**src/hw/blad_pkg.sv**
```systemverilog
// Package of constants and carrier types for the legacy decode/abort block.
package blad_pkg;

  // Display memory range, inclusive bounds.
  localparam logic [31:0] DISP_MEM_LO = 32'h000A_0000;
  localparam logic [31:0] DISP_MEM_HI = 32'h000B_FFFF;

  // Display I/O ranges on the low ten address bits, inclusive.
  localparam logic [9:0] DISP_IO_A_LO = 10'h3B0;
  localparam logic [9:0] DISP_IO_A_HI = 10'h3BB;
  localparam logic [9:0] DISP_IO_B_LO = 10'h3C0;
  localparam logic [9:0] DISP_IO_B_HI = 10'h3DF;

  // Upper I/O bits that must be zero for the display I/O decode.
  localparam logic [15:0] DISP_IO_TOP = 16'h0000;
  // Alias bits compared only under wide decode.
  localparam logic [5:0] DISP_IO_ALIAS = 6'h00;

  // Read data returned for an unreported Unsupported Request.
  localparam logic [31:0] UR_READ_DATA = 32'hFFFF_FFFF;

  // Reset values of the three control bits.
  localparam logic CTRL_RST_ABORT = 1'h0;
  localparam logic CTRL_RST_WIDE = 1'h0;
  localparam logic CTRL_RST_FWD = 1'h0;

  // Software-visible control bits.
  typedef struct packed {
    logic abort_reporting_mode;   // Report master-aborts when set.
    logic display_wide_io_decode; // 16-bit display I/O decode.
    logic display_fwd_en;         // Legacy display forwarding.
  } blad_ctrl_s;

  // One address decode request from either side.
  typedef struct packed {
    logic        valid;  // Request present this cycle.
    logic [31:0] addr;   // Request address.
    logic        is_io;  // I/O space when set, memory when clear.
    logic        win_hit; // Hit in base/limit windows (with ISA rule).
  } blad_req_s;

  // Registered decode answer.
  typedef struct packed {
    logic valid;   // Answer present.
    logic forward; // Pass the request across the bridge.
    logic display; // Request matched the display decode.
  } blad_res_s;

  // Unsupported Request completion received from PCIe.
  typedef struct packed {
    logic valid;   // Completion arrives this cycle.
    logic is_read; // Completion for a non-posted read.
    logic is_iowr; // Completion for a non-posted I/O write.
  } blad_ur_s;

  // Action to take on the PCI transaction for that completion.
  typedef struct packed {
    logic valid;        // Action present.
    logic all_ones;     // Return read data of all ones.
    logic complete_ok;  // Finish the I/O write normally.
    logic target_abort; // End the PCI transaction with Target-Abort.
  } blad_ur_act_s;

  // Error message request towards PCIe.
  typedef struct packed {
    logic valid; // Send a message.
    logic fatal; // ERR_FATAL when set, ERR_NONFATAL when clear.
  } blad_err_s;

endpackage

```
**src/hw/blad_ctrl.sv**
```systemverilog
// Legacy display decode and master-abort handling for the bridge.
`timescale 1ns/1ps
module blad_ctrl (
  input wire logic mclk_i,
  input wire logic srst_i,
  input wire logic cfg_wr_i,
  input wire blad_pkg::blad_ctrl_s cfg_wdata_i,
  output blad_pkg::blad_ctrl_s cfg_rdata_o,
  input wire logic io_enable_i,
  input wire logic mem_enable_i,
  input wire logic serr_enable_i,
  input wire logic pci_mode_i,
  input wire logic fatal_sel_i,
  input wire logic aer_en_i,
  input wire blad_pkg::blad_req_s dn_req_i,
  output blad_pkg::blad_res_s dn_res_o,
  input wire blad_pkg::blad_req_s up_req_i,
  output blad_pkg::blad_res_s up_res_o,
  input wire blad_pkg::blad_ur_s ur_cpl_i,
  output blad_pkg::blad_ur_act_s ur_act_o,
  output logic [31:0] ur_rdata_o,
  input wire logic posted_ma_i,
  output logic posted_drop_o,
  output blad_pkg::blad_err_s err_msg_o
);

  // Control register and its next value.
  blad_pkg::blad_ctrl_s ctrl_ff;
  blad_pkg::blad_ctrl_s nxt_ctrl;
  // Decode answers for both directions.
  blad_pkg::blad_res_s dn_res_ff;
  blad_pkg::blad_res_s nxt_dn_res;
  blad_pkg::blad_res_s up_res_ff;
  blad_pkg::blad_res_s nxt_up_res;
  // Abort handling outputs.
  blad_pkg::blad_ur_act_s ur_act_ff;
  blad_pkg::blad_ur_act_s nxt_ur_act;
  logic [31:0] ur_rdata_ff;
  logic [31:0] nxt_ur_rdata;
  logic posted_drop_ff;
  logic nxt_posted_drop;
  blad_pkg::blad_err_s err_msg_ff;
  blad_pkg::blad_err_s nxt_err_msg;
  // Raw display matches before enables are applied.
  logic dn_disp_match;
  logic up_disp_match;

  // Matches a display address; wide is honoured only with forwarding.
  function automatic logic disp_match(
    input blad_pkg::blad_req_s req,
    input blad_pkg::blad_ctrl_s ctl
  );
    logic lo_ok;
    logic wide;
    lo_ok = ((req.addr[9:0] >= blad_pkg::DISP_IO_A_LO) &&
             (req.addr[9:0] <= blad_pkg::DISP_IO_A_HI)) ||
            ((req.addr[9:0] >= blad_pkg::DISP_IO_B_LO) &&
             (req.addr[9:0] <= blad_pkg::DISP_IO_B_HI));
    wide = ctl.display_wide_io_decode && ctl.display_fwd_en;
    if (req.is_io) begin
      // Only the first 64 KB of I/O space; alias bits matter if wide.
      disp_match = lo_ok &&
                   (req.addr[31:16] == blad_pkg::DISP_IO_TOP) &&
                   (!wide ||
                    (req.addr[15:10] == blad_pkg::DISP_IO_ALIAS));
    end else begin
      // Memory decode covers the fixed display frame buffer.
      disp_match = (req.addr >= blad_pkg::DISP_MEM_LO) &&
                   (req.addr <= blad_pkg::DISP_MEM_HI);
    end
  endfunction

  // Control bits take a software write and read back unchanged.
  always_comb begin
    nxt_ctrl = ctrl_ff;
    if (cfg_wr_i) begin
      nxt_ctrl = cfg_wdata_i;
    end
  end

  // Control register; reset clears every bit.
  always_ff @(posedge mclk_i) begin
    if (srst_i) begin
      ctrl_ff.abort_reporting_mode <= blad_pkg::CTRL_RST_ABORT;
      ctrl_ff.display_wide_io_decode <= blad_pkg::CTRL_RST_WIDE;
      ctrl_ff.display_fwd_en <= blad_pkg::CTRL_RST_FWD;
    end else begin
      ctrl_ff <= nxt_ctrl;
    end
  end

  // Raw matches on both sides share the same decode.
  assign dn_disp_match = disp_match(dn_req_i, ctrl_ff);
  assign up_disp_match = disp_match(up_req_i, ctrl_ff);

  // Downstream and upstream decode answers.
  always_comb begin
    nxt_dn_res = '0;
    nxt_up_res = '0;
    nxt_dn_res.valid = dn_req_i.valid;
    nxt_up_res.valid = up_req_i.valid;
    if (ctrl_ff.display_fwd_en) begin
      // Claim display addresses regardless of windows and ISA mode.
      nxt_dn_res.display = dn_req_i.valid && dn_disp_match &&
                           (dn_req_i.is_io ? io_enable_i
                                           : mem_enable_i);
      nxt_up_res.display = up_req_i.valid && up_disp_match;
    end
    // Without display forwarding only the windows decide.
    nxt_dn_res.forward = dn_req_i.valid &&
                         (nxt_dn_res.display || dn_req_i.win_hit);
    // Display addresses from the secondary side are held back.
    nxt_up_res.forward = up_req_i.valid && up_req_i.win_hit &&
                         !nxt_up_res.display;
  end

  // Decode answer registers.
  always_ff @(posedge mclk_i) begin
    if (srst_i) begin
      dn_res_ff <= '0;
      up_res_ff <= '0;
    end else begin
      dn_res_ff <= nxt_dn_res;
      up_res_ff <= nxt_up_res;
    end
  end

  // Unsupported Request and posted master-abort handling.
  always_comb begin
    nxt_ur_act = '0;
    nxt_ur_rdata = 32'h0000_0000;
    nxt_posted_drop = 1'b0;
    nxt_err_msg = '0;
    nxt_ur_act.valid = ur_cpl_i.valid;
    if (ur_cpl_i.valid && pci_mode_i) begin
      if (ctrl_ff.abort_reporting_mode) begin
        // Reporting: the PCI requester sees Target-Abort.
        nxt_ur_act.target_abort = 1'b1;
      end else begin
        // Quiet: reads get all ones and I/O writes just finish.
        nxt_ur_act.all_ones = ur_cpl_i.is_read;
        nxt_ur_act.complete_ok = ur_cpl_i.is_iowr;
        if (ur_cpl_i.is_read) begin
          nxt_ur_rdata = blad_pkg::UR_READ_DATA;
        end
      end
    end
    if (posted_ma_i) begin
      // The posted data is discarded in either mode.
      nxt_posted_drop = 1'b1;
      // Reporting mode raises a message if SERR# is enabled.
      nxt_err_msg.valid = ctrl_ff.abort_reporting_mode &&
                          serr_enable_i;
      nxt_err_msg.fatal = nxt_err_msg.valid && aer_en_i && fatal_sel_i;
    end
  end

  // Abort handling registers.
  always_ff @(posedge mclk_i) begin
    if (srst_i) begin
      ur_act_ff <= '0;
      ur_rdata_ff <= 32'h0000_0000;
      posted_drop_ff <= 1'b0;
      err_msg_ff <= '0;
    end else begin
      ur_act_ff <= nxt_ur_act;
      ur_rdata_ff <= nxt_ur_rdata;
      posted_drop_ff <= nxt_posted_drop;
      err_msg_ff <= nxt_err_msg;
    end
  end

  // Every output comes straight from a register.
  assign cfg_rdata_o = ctrl_ff;
  assign dn_res_o = dn_res_ff;
  assign up_res_o = up_res_ff;
  assign ur_act_o = ur_act_ff;
  assign ur_rdata_o = ur_rdata_ff;
  assign posted_drop_o = posted_drop_ff;
  assign err_msg_o = err_msg_ff;

  // Quiet mode read completion returns all ones.
  chk_ur_all_ones: assert property (
    @(posedge mclk_i) disable iff (srst_i)
    ur_cpl_i.valid && ur_cpl_i.is_read && pci_mode_i &&
    !ctrl_ff.abort_reporting_mode |=> ur_act_o.all_ones &&
    (ur_rdata_o == 32'hFFFF_FFFF) && !ur_act_o.target_abort)
    else $error("UR read did not return all ones");

  // Quiet mode I/O write completion finishes normally.
  chk_ur_iowr_ok: assert property (
    @(posedge mclk_i) disable iff (srst_i)
    ur_cpl_i.valid && ur_cpl_i.is_iowr && pci_mode_i &&
    !ctrl_ff.abort_reporting_mode |=>
    ur_act_o.complete_ok && !ur_act_o.target_abort)
    else $error("UR I/O write not completed normally");

  // Outside PCI mode the completion is marked valid but carries no action bit.
  chk_ur_not_pci: assert property (
    @(posedge mclk_i) disable iff (srst_i)
    ur_cpl_i.valid && !pci_mode_i |=> ur_act_o.valid &&
    !ur_act_o.all_ones && !ur_act_o.complete_ok &&
    !ur_act_o.target_abort)
    else $error("UR action taken outside PCI mode");

  // Posted master-abort in quiet mode is dropped with no message.
  chk_posted_quiet: assert property (
    @(posedge mclk_i) disable iff (srst_i)
    posted_ma_i && !ctrl_ff.abort_reporting_mode |=>
    posted_drop_o && !err_msg_o.valid)
    else $error("Quiet posted master-abort not dropped silently");

  // Reporting mode turns UR into Target-Abort.
  chk_ur_tabort: assert property (
    @(posedge mclk_i) disable iff (srst_i)
    ur_cpl_i.valid && pci_mode_i && ctrl_ff.abort_reporting_mode |=>
    ur_act_o.target_abort && !ur_act_o.all_ones)
    else $error("UR not reported as Target-Abort");

  // Message follows SERR# enable and the severity selection.
  chk_posted_msg: assert property (
    @(posedge mclk_i) disable iff (srst_i)
    posted_ma_i && ctrl_ff.abort_reporting_mode |=>
    (err_msg_o.valid == $past(serr_enable_i)) &&
    (err_msg_o.fatal == $past(serr_enable_i && aer_en_i && fatal_sel_i)))
    else $error("Posted master-abort message wrong");

  // A message only ever follows a reported, enabled master-abort.
  chk_msg_needs_serr: assert property (
    @(posedge mclk_i) disable iff (srst_i)
    err_msg_o.valid |->
    $past(posted_ma_i && serr_enable_i && ctrl_ff.abort_reporting_mode))
    else $error("Error message sent without its cause");

  // Fatal severity needs error reporting support and the selection.
  chk_err_fatal_sel: assert property (
    @(posedge mclk_i) disable iff (srst_i)
    err_msg_o.fatal |-> err_msg_o.valid && $past(aer_en_i && fatal_sel_i))
    else $error("Fatal message without severity selection");

  // Wide decode rejects a nonzero alias, only with forwarding on.
  chk_wide_alias: assert property (
    @(posedge mclk_i) disable iff (srst_i)
    dn_req_i.valid && dn_req_i.is_io && io_enable_i &&
    ctrl_ff.display_fwd_en && (dn_req_i.addr[31:16] == 16'h0000) &&
    (dn_req_i.addr[9:0] == 10'h3C0) && (dn_req_i.addr[15:10] != 6'h00)
    |=> dn_res_o.display == !$past(ctrl_ff.display_wide_io_decode))
    else $error("Display I/O alias decode wrong");

  // Forwarding off: the display range follows only the window.
  chk_fwd_off: assert property (
    @(posedge mclk_i) disable iff (srst_i)
    dn_req_i.valid && !ctrl_ff.display_fwd_en |=>
    !dn_res_o.display && (dn_res_o.forward == $past(dn_req_i.win_hit)))
    else $error("Display decode active with forwarding off");

  // Display memory edges are claimed when memory is enabled.
  chk_mem_range: assert property (
    @(posedge mclk_i) disable iff (srst_i)
    dn_req_i.valid && !dn_req_i.is_io && ctrl_ff.display_fwd_en &&
    ((dn_req_i.addr == 32'h000A_0000) || (dn_req_i.addr == 32'h000B_FFFF))
    |=> dn_res_o.display == $past(mem_enable_i))
    else $error("Display memory range decode wrong");

  // A downstream display claim needs the matching space enable.
  chk_dn_enable_gate: assert property (
    @(posedge mclk_i) disable iff (srst_i)
    dn_res_o.display |->
    $past(dn_req_i.is_io ? io_enable_i : mem_enable_i))
    else $error("Display claimed with its space disabled");

  // Answers come one cycle later; a display claim always forwards.
  chk_dn_forward: assert property (
    @(posedge mclk_i) disable iff (srst_i)
    dn_req_i.valid |=> dn_res_o.valid &&
    (dn_res_o.forward ==
     (dn_res_o.display || $past(dn_req_i.win_hit))))
    else $error("Downstream forward decision wrong");

  // A display address never travels upstream while forwarding is on.
  chk_up_block: assert property (
    @(posedge mclk_i) disable iff (srst_i)
    up_res_o.display |-> !up_res_o.forward &&
    $past(ctrl_ff.display_fwd_en))
    else $error("Display address forwarded upstream");

  // Upstream traffic follows the window unless it is a display address.
  chk_up_window: assert property (
    @(posedge mclk_i) disable iff (srst_i)
    up_req_i.valid |=> up_res_o.valid &&
    (up_res_o.forward ==
     ($past(up_req_i.win_hit) && !up_res_o.display)))
    else $error("Upstream forward decision wrong");

  // Display I/O outside the first 64 KB is never claimed.
  chk_io_top: assert property (
    @(posedge mclk_i) disable iff (srst_i)
    dn_req_i.valid && dn_req_i.is_io &&
    (dn_req_i.addr[31:16] != 16'h0000) |=> !dn_res_o.display)
    else $error("Display I/O claimed above 64 KB");

  // Control bits come up cleared after reset.
  chk_ctrl_reset: assert property (
    @(posedge mclk_i)
    srst_i |=> (cfg_rdata_o == '0))
    else $error("Control bits not cleared by reset");

  // A configuration write shows up on the read-back one cycle later.
  chk_ctrl_write: assert property (
    @(posedge mclk_i) disable iff (srst_i)
    cfg_wr_i |=> cfg_rdata_o == $past(cfg_wdata_i))
    else $error("Control write not stored");

  // Without a write the control bits keep their value.
  chk_ctrl_hold: assert property (
    @(posedge mclk_i) disable iff (srst_i)
    !cfg_wr_i |=> $stable(cfg_rdata_o))
    else $error("Control bits changed without a write");

endmodule // blad_ctrl

```
**config.mk**
```make
export PLATFORM = sky130hd
export DESIGN_NAME = blad_ctrl
export DESIGN_NICKNAME = d
export VERILOG_FILES = /design/src/hw/blad_pkg.sv /design/src/hw/blad_ctrl.sv
export SDC_FILE = /design/constraint.sdc
export NUM_CORES = 1
export LEC_CHECK = 0
export ABC_AREA = 0
export BUFFER_PORTS_ARGS = -buffer_cell sky130_fd_sc_hd__clkbuf_2
export CORE_ASPECT_RATIO = 0.5
export CORE_MARGIN = 5
export CORE_UTILIZATION = 33
export DETAILED_ROUTE_END_ITERATION = 10
export GPL_TIMING_DRIVEN = 0
export MAX_ROUTING_LAYER = met4
export PLACE_DENSITY = 0.86
export RECOVER_POWER = 50
export SLEW_MARGIN = 20
export SYNTH_ARGS = -nofsm -noshare
export SYNTH_HDL_FRONTEND = slang
export SYNTH_SLANG_ARGS = --single-unit
export TNS_END_PERCENT = 20
```
**constraint.sdc**
```tcl
create_clock -name mclk_i -period 4.6 [get_ports mclk_i]
set_input_delay 0.46 -clock mclk_i [delete_from_list [all_inputs] [get_ports mclk_i]]
set_output_delay 0.46 -clock mclk_i [all_outputs]
set_load 0.05 [all_outputs]
```
==> qor.yml, run 1 <==
path_delay_family: "flip-flops"
wl_per_cell_um: 11.61
postCtsSetupRepairBufs: 0
grt_pass1_vias: 1176
finalPower_mw: 0.3809
cp-start-kind: "register"
rsz0062_at_grt: "no"
grt_pass1_wl_um: 4664
synth_commonest_cells: "buf_4 (32), dfxtp_1 (16), nor2_1 (6), nor2b_1 (6)"
io_pins: 134
synth_edf_count: 0
cts_made_buffers: 3
cts_hold_buf: 0
ys_ff_latch: 16
power.density_nw_per_um2: 226.0
die_y_um: 48.21
post-route-period-util: 0.4748
root_buffer: "clkbuf_8"
cp_slowest_stage_delay_ps: 940
maxCapViolCount: 0
vdd_drop_max_v: 0.0001136
slew-limit-headroom: 0.3645
routabilityCongestion: 0.8044
cts_max_level: 1
synth_area_sq_um: 963.4
dieWidth_um: 86.41
antenna_found_initial: 0
netlist.area_leader.share: 0.3325
critical_path_class: "register to output pin"
layout_min_cycle_time_ps: 2184
syn_area_per_cell_sq_um: 9.004
crit_fanout: 33
cts-resized-gates: 0
cp.arrival_ps: 1720
clock_sinks: 16
end_kind: "output pin"
placed_area_sq_um: 1650
crit_buf_inv: 1
vias_per_cell: 4.319
seq_area_frac_synth: 0.3325
drtIter0Drc: 26
cts.path.max_buffers: 2
synthTopCellsByArea: "dfxtp_1 (33%), buf_4 (25%), mux2i_1 (4.2%)"
cts_tree: "built"
vias: 1192
areaGrowthSynthToFinish_pct: 74.94
nets: 326
antennaDiodeCount: 0
setup-tns-final_ps: 0
p_leak_nw: 0.9629
crit_slowest_cell: "dfxtp_1"
track_usage: 0.1443
grt_max_degree: 34
crit_chain: "clkbuf_1"
worstSkewPairLatency_ps: 240
syn_nets: 193
core_area_sq_um: 2684
synth-async-reset-ratio: 0
synth_warnings: 0
dieArea_sq_um: 4165
fin_skew_ps: 2.691
final.setup.worst_slack_ps: 2416
grt_overflow: 0
netlist-cell-type-count: 31
antenna_left: 0
max_freq_mhz: 457.8
start_util: 0.3590
post-place-ws_ps: 2664
maxSlewViolCount: 0
fin_area_sq_um: 1685
outcome: "completed"
setup_viol: 0
hp-class: "input pin to register"
synth_ff_type: "dfxtp_1"
yosys.area.top_type: "dfxtp_1"
drt-total-wl_um: 3203
timing_hold_violations_final: 0
drive_gt1_frac: 0.6318
drc_errors: 0
synth.most_common_cell: "buf_4"
fin_util: 0.6280
dpl.hpwl_um: 2908
cts.clk_slew.worst_paths_ps: 60
worstPathRequired_ps: 4140
portBuffers: 128
first_pass_iters: 4
synthCells: 107
tightestPinTransition_ps: 951.9
fp-row-count: 13
-- routing by layer --
metal  track usage  vias to the layer above  wire length [um]
met5             -                        -                 0
met4       0.03727                        0                 0
met3       0.04047                        0               389
met2        0.3024                       70              1737
met1        0.1363                      502              1076
li1              -                      620                 -
-- path summary, 6_finish.rpt --
path,slack (ps),depth (start not counted),startpoint,end
worst max-delay path,2420,1,ur_rdata_o[30]$_SDFF_PP0_,ur_act_o[2]
worst min-delay path,420,2,ur_cpl_i[1],ur_rdata_o[30]$_SDFF_PP0_
worst max register to register,2970,4,cfg_rdata_o[0]$_SDFFE_PP0P_,dn_res_o[1]$_SDFF_PP0_
worst min register to register,540,1,cfg_rdata_o[2]$_SDFFE_PP0P_,ur_act_o[0]$_SDFF_PP0_
-- cells in the final DEF (no fill, tap or decap), types with 3 or more instances in the layout --
| cell type | synthesis | final |
|---|---|---|
| clkbuf_2 | 0 | 112 |
| buf_4 | 32 | 32 |
| clkbuf_1 | 1 | 17 |
| dfxtp_1 | 16 | 16 |
| nor2_1 | 6 | 6 |
| nor2b_1 | 6 | 6 |
| mux2i_1 | 4 | 4 |
| nand2_1 | 4 | 4 |
| nor3_1 | 4 | 4 |
| clkbuf_8 | 0 | 4 |
| and3_1 | 3 | 3 |
| nor4_1 | 3 | 3 |
| and2_0 | 1 | 3 |
| a31oi_1 | 3 | 3 |
-- kinds of logic after synthesis --
family	Yosys count	share of synthesized area
AOI/OAI and AO/OA	9	0.07404
buffers and inverters	34	0.2571
and+or+nand+nor	44	0.2948
muxes	4	0.04156
DFF	16	0.3325
-- registers in the layout, summed over array words and instances (netlist names) --
name           flops
cfg_rdata_o        3
dn_res_o           3
up_res_o           3
ur_act_o           3
err_msg_o          2
posted_drop_o      1
ur_rdata_o         1
-- power breakdown --
part / switching, mW / total [mW] / internal, mW
Clock: 0.0437 / 0.120 / 0.0758
Combinational: 0.0661 / 0.114 / 0.0475
Sequential: 0.00434 / 0.148 / 0.143
-- final cells by class --
type / instances / area (sq um)
well taps: 37 / 46.29
fillers: 245 / 998.5
flip-flops and latches: 16 / 320.3
repair buffers: 128 / 620.6
plain buffers: 33 / 244.0
inverters: 1 / 3.754
multi-input cells: 57 / 395.4
clock buffers: 4 / 55.05
-- metrics by stage --
stage | instances | hold slack [ps]
after global routing | 276 | 426.6
after floorplan | 107 | 581.7
final | 276 | 419.2
after CTS | 276 | 414.9
after detailed placement | 272 | 538.4
after global placement | 272 | 527.4
Note: power is estimated with default switching activity, not from simulation.
==> inputs of run 2 (changes only) <==
CORE_UTILIZATION = 27   (was 33)
PLACE_DENSITY = 0.75   (was 0.86)
clock period = 2 ns   (was 4.6 ns; I/O delays follow)
==> qor.yml, run 2 (synthesis gave the netlist of run 1 again) <==
drc_errors: 0  # unchanged
drtIter0Drc: 10  # -62%
fin_area_sq_um: 1683  # -0.15%
drive_gt1_frac: 0.6261  # -0.005749
setup_viol: 0  # unchanged
routabilityCongestion: 0.8035  # -0.11%
grt_overflow: 0  # unchanged
cts_max_level: 1  # unchanged
die_y_um: 52.24  # +8.4%
vdd_drop_max_v: 0.0002387  # +110%
fp-row-count: 15  # +2
hp-class: "input pin to register"
dpl.hpwl_um: 2923  # +0.51%
antennaDiodeCount: 0  # unchanged
fillers: 356  # +45%
cts_tree: "built"
antenna_found_initial: 0  # unchanged
worstSkewPairLatency_ps: 240  # about the same
grt_max_degree: 34  # unchanged
timing_hold_violations_final: 0  # unchanged
finalPower_mw: 0.8269  # +120%
antenna_left: 0  # unchanged
clock_sinks: 16  # unchanged
cts.path.max_buffers: 2  # unchanged
rsz0062_at_grt: "no"
core_area_sq_um: 3435  # +28%
maxCapViolCount: 0  # unchanged
power.density_nw_per_um2: 491.4  # +120%
maxSlewViolCount: 0  # unchanged
cp-start-kind: "register"
first_pass_iters: 2  # -2
vias_per_cell: 4.114  # -4.7%
portBuffers: 128  # unchanged
crit_fanout: 33  # unchanged
mostFrequentLayoutCells: "clkbuf_2 (111), buf_4 (32), clkbuf_1 (18)"
worstPathRequired_ps: 1800  # -2340 ps
cp.arrival_ps: 1550  # -170 ps
placed_area_sq_um: 1668  # +1.1%
slew-limit-headroom: 0.5871  # +0.2225
cts_made_buffers: 3  # unchanged
layout_min_cycle_time_ps: 1747
areaGrowthSynthToFinish_pct: 74.67
dieArea_sq_um: 4935  # +18%
nets: 326  # unchanged
fin_skew_ps: 0.3989  # -2.292 ps
track_usage: 0.1246  # -0.01974
final_common_cell: "clkbuf_2"
start_util: 0.2805  # -0.07846
grt_pass1_wl_um: 4850  # +4.0%
end_kind: "output pin"
drt-total-wl_um: 3226  # +0.72%
cts_hold_buf: 0  # unchanged
outcome: "completed"
io_pins: 134  # unchanged
wl_per_cell_um: 11.16  # -3.8%
post-route-period-util: 0.8737
root_buffer: "clkbuf_8"
critical_path_class: "register to output pin"
max_freq_mhz: 572.3
tightestPinTransition_ps: 622.1  # -329.8 ps
dieWidth_um: 94.48  # +9.3%
cts.clk_slew.worst_paths_ps: 60  # about the same
vias: 1189  # -0.25%
grt_pass1_vias: 1191  # +1.3%
setup-tns-final_ps: 0  # unchanged
p_leak_nw: 0.9528  # -1.0%
run 2: repair_timing:
item	in CTS	in global routing
setup endpoints to repair	0	32
gates resized for setup	0	1
buffers inserted	0	0
run 2: stage by stage:
step / hold WS [ps] / util / worst slack (ps) / instances
after floorplan: 321.7 / - / 196.3 / 107
after global placement: 400.7 / 0.4856 / 312.8 / 286
after detailed placement: 406.4 / 0.4856 / 320.5 / 286
after CTS: 153.1 / 0.4976 / 79.15 / 289
after global routing: 191.3 / 0.4900 / 154.0 / 289
final: 166.1 / 0.4900 / 252.6 / 289
run 2: worst paths after layout:
kind,startpoint,endpoint,slack (ps),cells after the start
worst max-delay path,ur_rdata_o[30]$_SDFF_PP0_,ur_rdata_o[5],250,2
worst min-delay path,ur_cpl_i[1],ur_rdata_o[30]$_SDFF_PP0_,170,2
worst max register to register,cfg_rdata_o[0]$_SDFFE_PP0P_,dn_res_o[1]$_SDFF_PP0_,360,4
worst min register to register,cfg_rdata_o[2]$_SDFFE_PP0P_,ur_act_o[0]$_SDFF_PP0_,540,1
run 2: layout make-up:
cell class,instances,area (sq um),area share
repair buffers,128,619.3,0.3680
clock buffers,3,41.29,0.02454
multi-input cells,57,389.1,0.2312
well taps,51,63.81,0.03792
inverters,1,3.754,0.002230
flip-flops and latches,16,321.6,0.1911
plain buffers,33,244.0,0.1450
run 2: routing by layer:
layer / global-route usage / wire, um / share of wire / vias up
li1: - / - / - / 616
met5: - / 0 / 0 / -
met2: 0.2300 / 1536 / 0.48 / 72
met1: 0.1375 / 1269 / 0.39 / 497
met3: 0.03300 / 389 / 0.12 / 4
met4: 0.02632 / 31 / 0.0096 / 0
run 2: critical path, cell delays in order (launching register included):
cell and delay (ps):
dfxtp_2 650, buf_4 190, clkbuf_1 460
run 2: report_power, final:
| part | internal (mW) | switching [mW] |
|---|---|---|
| combinational | 0.108 | 0.152 |
| sequential | 0.330 | 0.0104 |
| clock | 0.133 | 0.0937 |
| total | 0.571 | 0.256 |
==> inputs of run 3 (changes only) <==
BUFFER_PORTS_ARGS = -buffer_cell sky130_fd_sc_hd__buf_4   (was -buffer_cell sky130_fd_sc_hd__clkbuf_2)
GPL_TIMING_DRIVEN = unset   (was 0)
==> qor.yml, run 3 (synthesis gave the netlist of run 1 again) <==
nets: 295  # -9.5%
vias: 1108  # -6.8%
antenna_found_initial: 0  # unchanged
final.setup.worst_slack_ps: 407.0  # +154.3 ps
portBuffers: 129  # +0.78%
drc_errors: 0  # unchanged
pwr-share-comb: 0.325  # +0.011
netSwitchingFraction: 0.2861  # -0.02304
cts.path.max_buffers: 2  # unchanged
fillers: 355  # -0.28%
crit_fanout: 6  # -82%
power.density_nw_per_um2: 519.3  # +5.7%
fin_skew_ps: 3.960  # +3.561 ps
grt_overflow: 0  # unchanged
root_buffer: "clkbuf_8"
antenna_left: 0  # unchanged
vdd_drop_max_v: 0.0002450  # +2.6%
clkPwrFrac: 0.303  # +0.029
p_leak_nw: 0.8746  # -8.2%
grt_pass1_vias: 1112  # -6.6%
track_usage: 0.1222  # -0.002398
worstSkewPairLatency_ps: 240  # about the same
cts-resized-gates: 0  # unchanged
cts_made_buffers: 3  # unchanged
grt_max_degree: 34  # unchanged
tightestPinTransition_ps: 625.4  # +3.307 ps
dpl.hpwl_um: 2867  # -1.9%
clock_sinks: 16  # unchanged
finalPower_mw: 0.9044  # +9.4%
core_area_sq_um: 3435  # unchanged
first_pass_iters: 4  # +2
die_y_um: 52.24  # unchanged
cts_hold_buf: 0  # unchanged
postCtsSetupRepairBufs: 0  # unchanged
drtIter0Drc: 23  # +13
cp.arrival_ps: 1760  # +210 ps
wl_per_cell_um: 12.15  # +8.9%
areaGrowthSynthToFinish_pct: 80.78
power_frac_seq: 0.372  # -0.040
final_common_cell: "buf_4"
setup-tns-final_ps: 0  # unchanged
p_sw_mw: 0.2588  # +1.2%
io_pins: 134  # unchanged
hp-class: "input pin to register"
max_freq_mhz: 627.7  # +9.7%
cts_max_level: 1  # unchanged
cp-start-kind: "register"
cts_tree: "built"
fp-row-count: 15  # unchanged
drt-total-wl_um: 3147  # -2.4%
routabilityCongestion: 0.7430  # -7.5%
timing_hold_violations_final: 0  # unchanged
vias_per_cell: 4.278  # +4.0%
dieWidth_um: 94.48  # unchanged
post-route-period-util: 0.7965  # -0.07716
worstPathRequired_ps: 2170  # +370 ps
antennaDiodeCount: 0  # unchanged
maxCapViolCount: 0  # unchanged
slew-limit-headroom: 0.5849  # -0.002196
end_kind: "register"
dieArea_sq_um: 4935  # unchanged
drive_gt1_frac: 0.5817  # -0.04432
start_util: 0.2805  # unchanged
internal_power_mw: 0.6456  # +13%
rsz0062_at_grt: "no"
layout_min_cycle_time_ps: 1593  # -154.3 ps
setup_viol: 0  # unchanged
outcome: "completed"
post-place-ws_ps: 291.2  # -29.30 ps
maxSlewViolCount: 0  # unchanged
mostFrequentLayoutCells: "buf_4 (109), dfxtp_1 (16), clkbuf_1 (16)"
critical_path_class: "register to register"
cts.clk_slew.worst_paths_ps: 60  # about the same
grt_pass1_wl_um: 4719  # -2.7%
-- run 3: changes by cell type in the layout (fill, tap and decap cells not counted), sizes merged --
cell and change:
buf +77, clkbuf -107
-- run 3: layout make-up --
cell class	instances	area, sq um	area share
clock buffer	4	55.05	0.03161
tap	51	63.81	0.03664
timing repair buffer	130	903.4	0.5187
sequential	16	320.3	0.1839
inverter	1	3.754	0.002155
multi-input combinational	57	395.4	0.2270
-- run 3: stage by stage --
stage                 util  hold WS [ps]  cell area (sq um)  std cells
finish              0.5071         151.5               1742        259
global route        0.5071         155.4               1742        259
CTS                 0.5282         147.1               1814        259
detailed placement  0.5122         405.6               1759        255
global placement    0.5122         402.2               1759        255
floorplan                -         321.7              963.4        107
-- run 3: final timing paths --
path,start,end,depth (start not counted),slack [ps]
max,cfg_rdata_o[0]$_SDFFE_PP0P_,dn_res_o[1]$_SDFF_PP0_,4,410
min,ur_cpl_i[0],ur_act_o[1]$_SDFF_PP0_,2,150
max reg2reg,cfg_rdata_o[0]$_SDFFE_PP0P_,dn_res_o[1]$_SDFF_PP0_,4,410
min reg2reg,cfg_rdata_o[2]$_SDFFE_PP0P_,ur_act_o[0]$_SDFF_PP0_,1,540
-- run 3: power groups by stage --
stage / logic [mW] / registers (mW) / clock network [mW]
after floorplan: 0.117 / 0.384 / 0
after global placement: 0.303 / 0.343 / 0
after detailed placement: 0.308 / 0.344 / 0
after CTS: 0.308 / 0.337 / 0.285
after global routing: 0.314 / 0.338 / 0.299
final: 0.294 / 0.336 / 0.274
-- run 3: metal layers --
layer / vias up / wire length (um) / track usage
met5: - / 0 / -
met4: 0 / 0 / 0.01435
met3: 0 / 393 / 0.03730
met2: 70 / 1592 / 0.2359
met1: 483 / 1162 / 0.1284
li1: 555 / - / -
-- run 3: worst max-delay path: stages, from the launching register on --
cell and delay (ps):
dfxtp_1 420, or4b_2 640, nor3_1 200, a31oi_1 100, nor3b_1 170
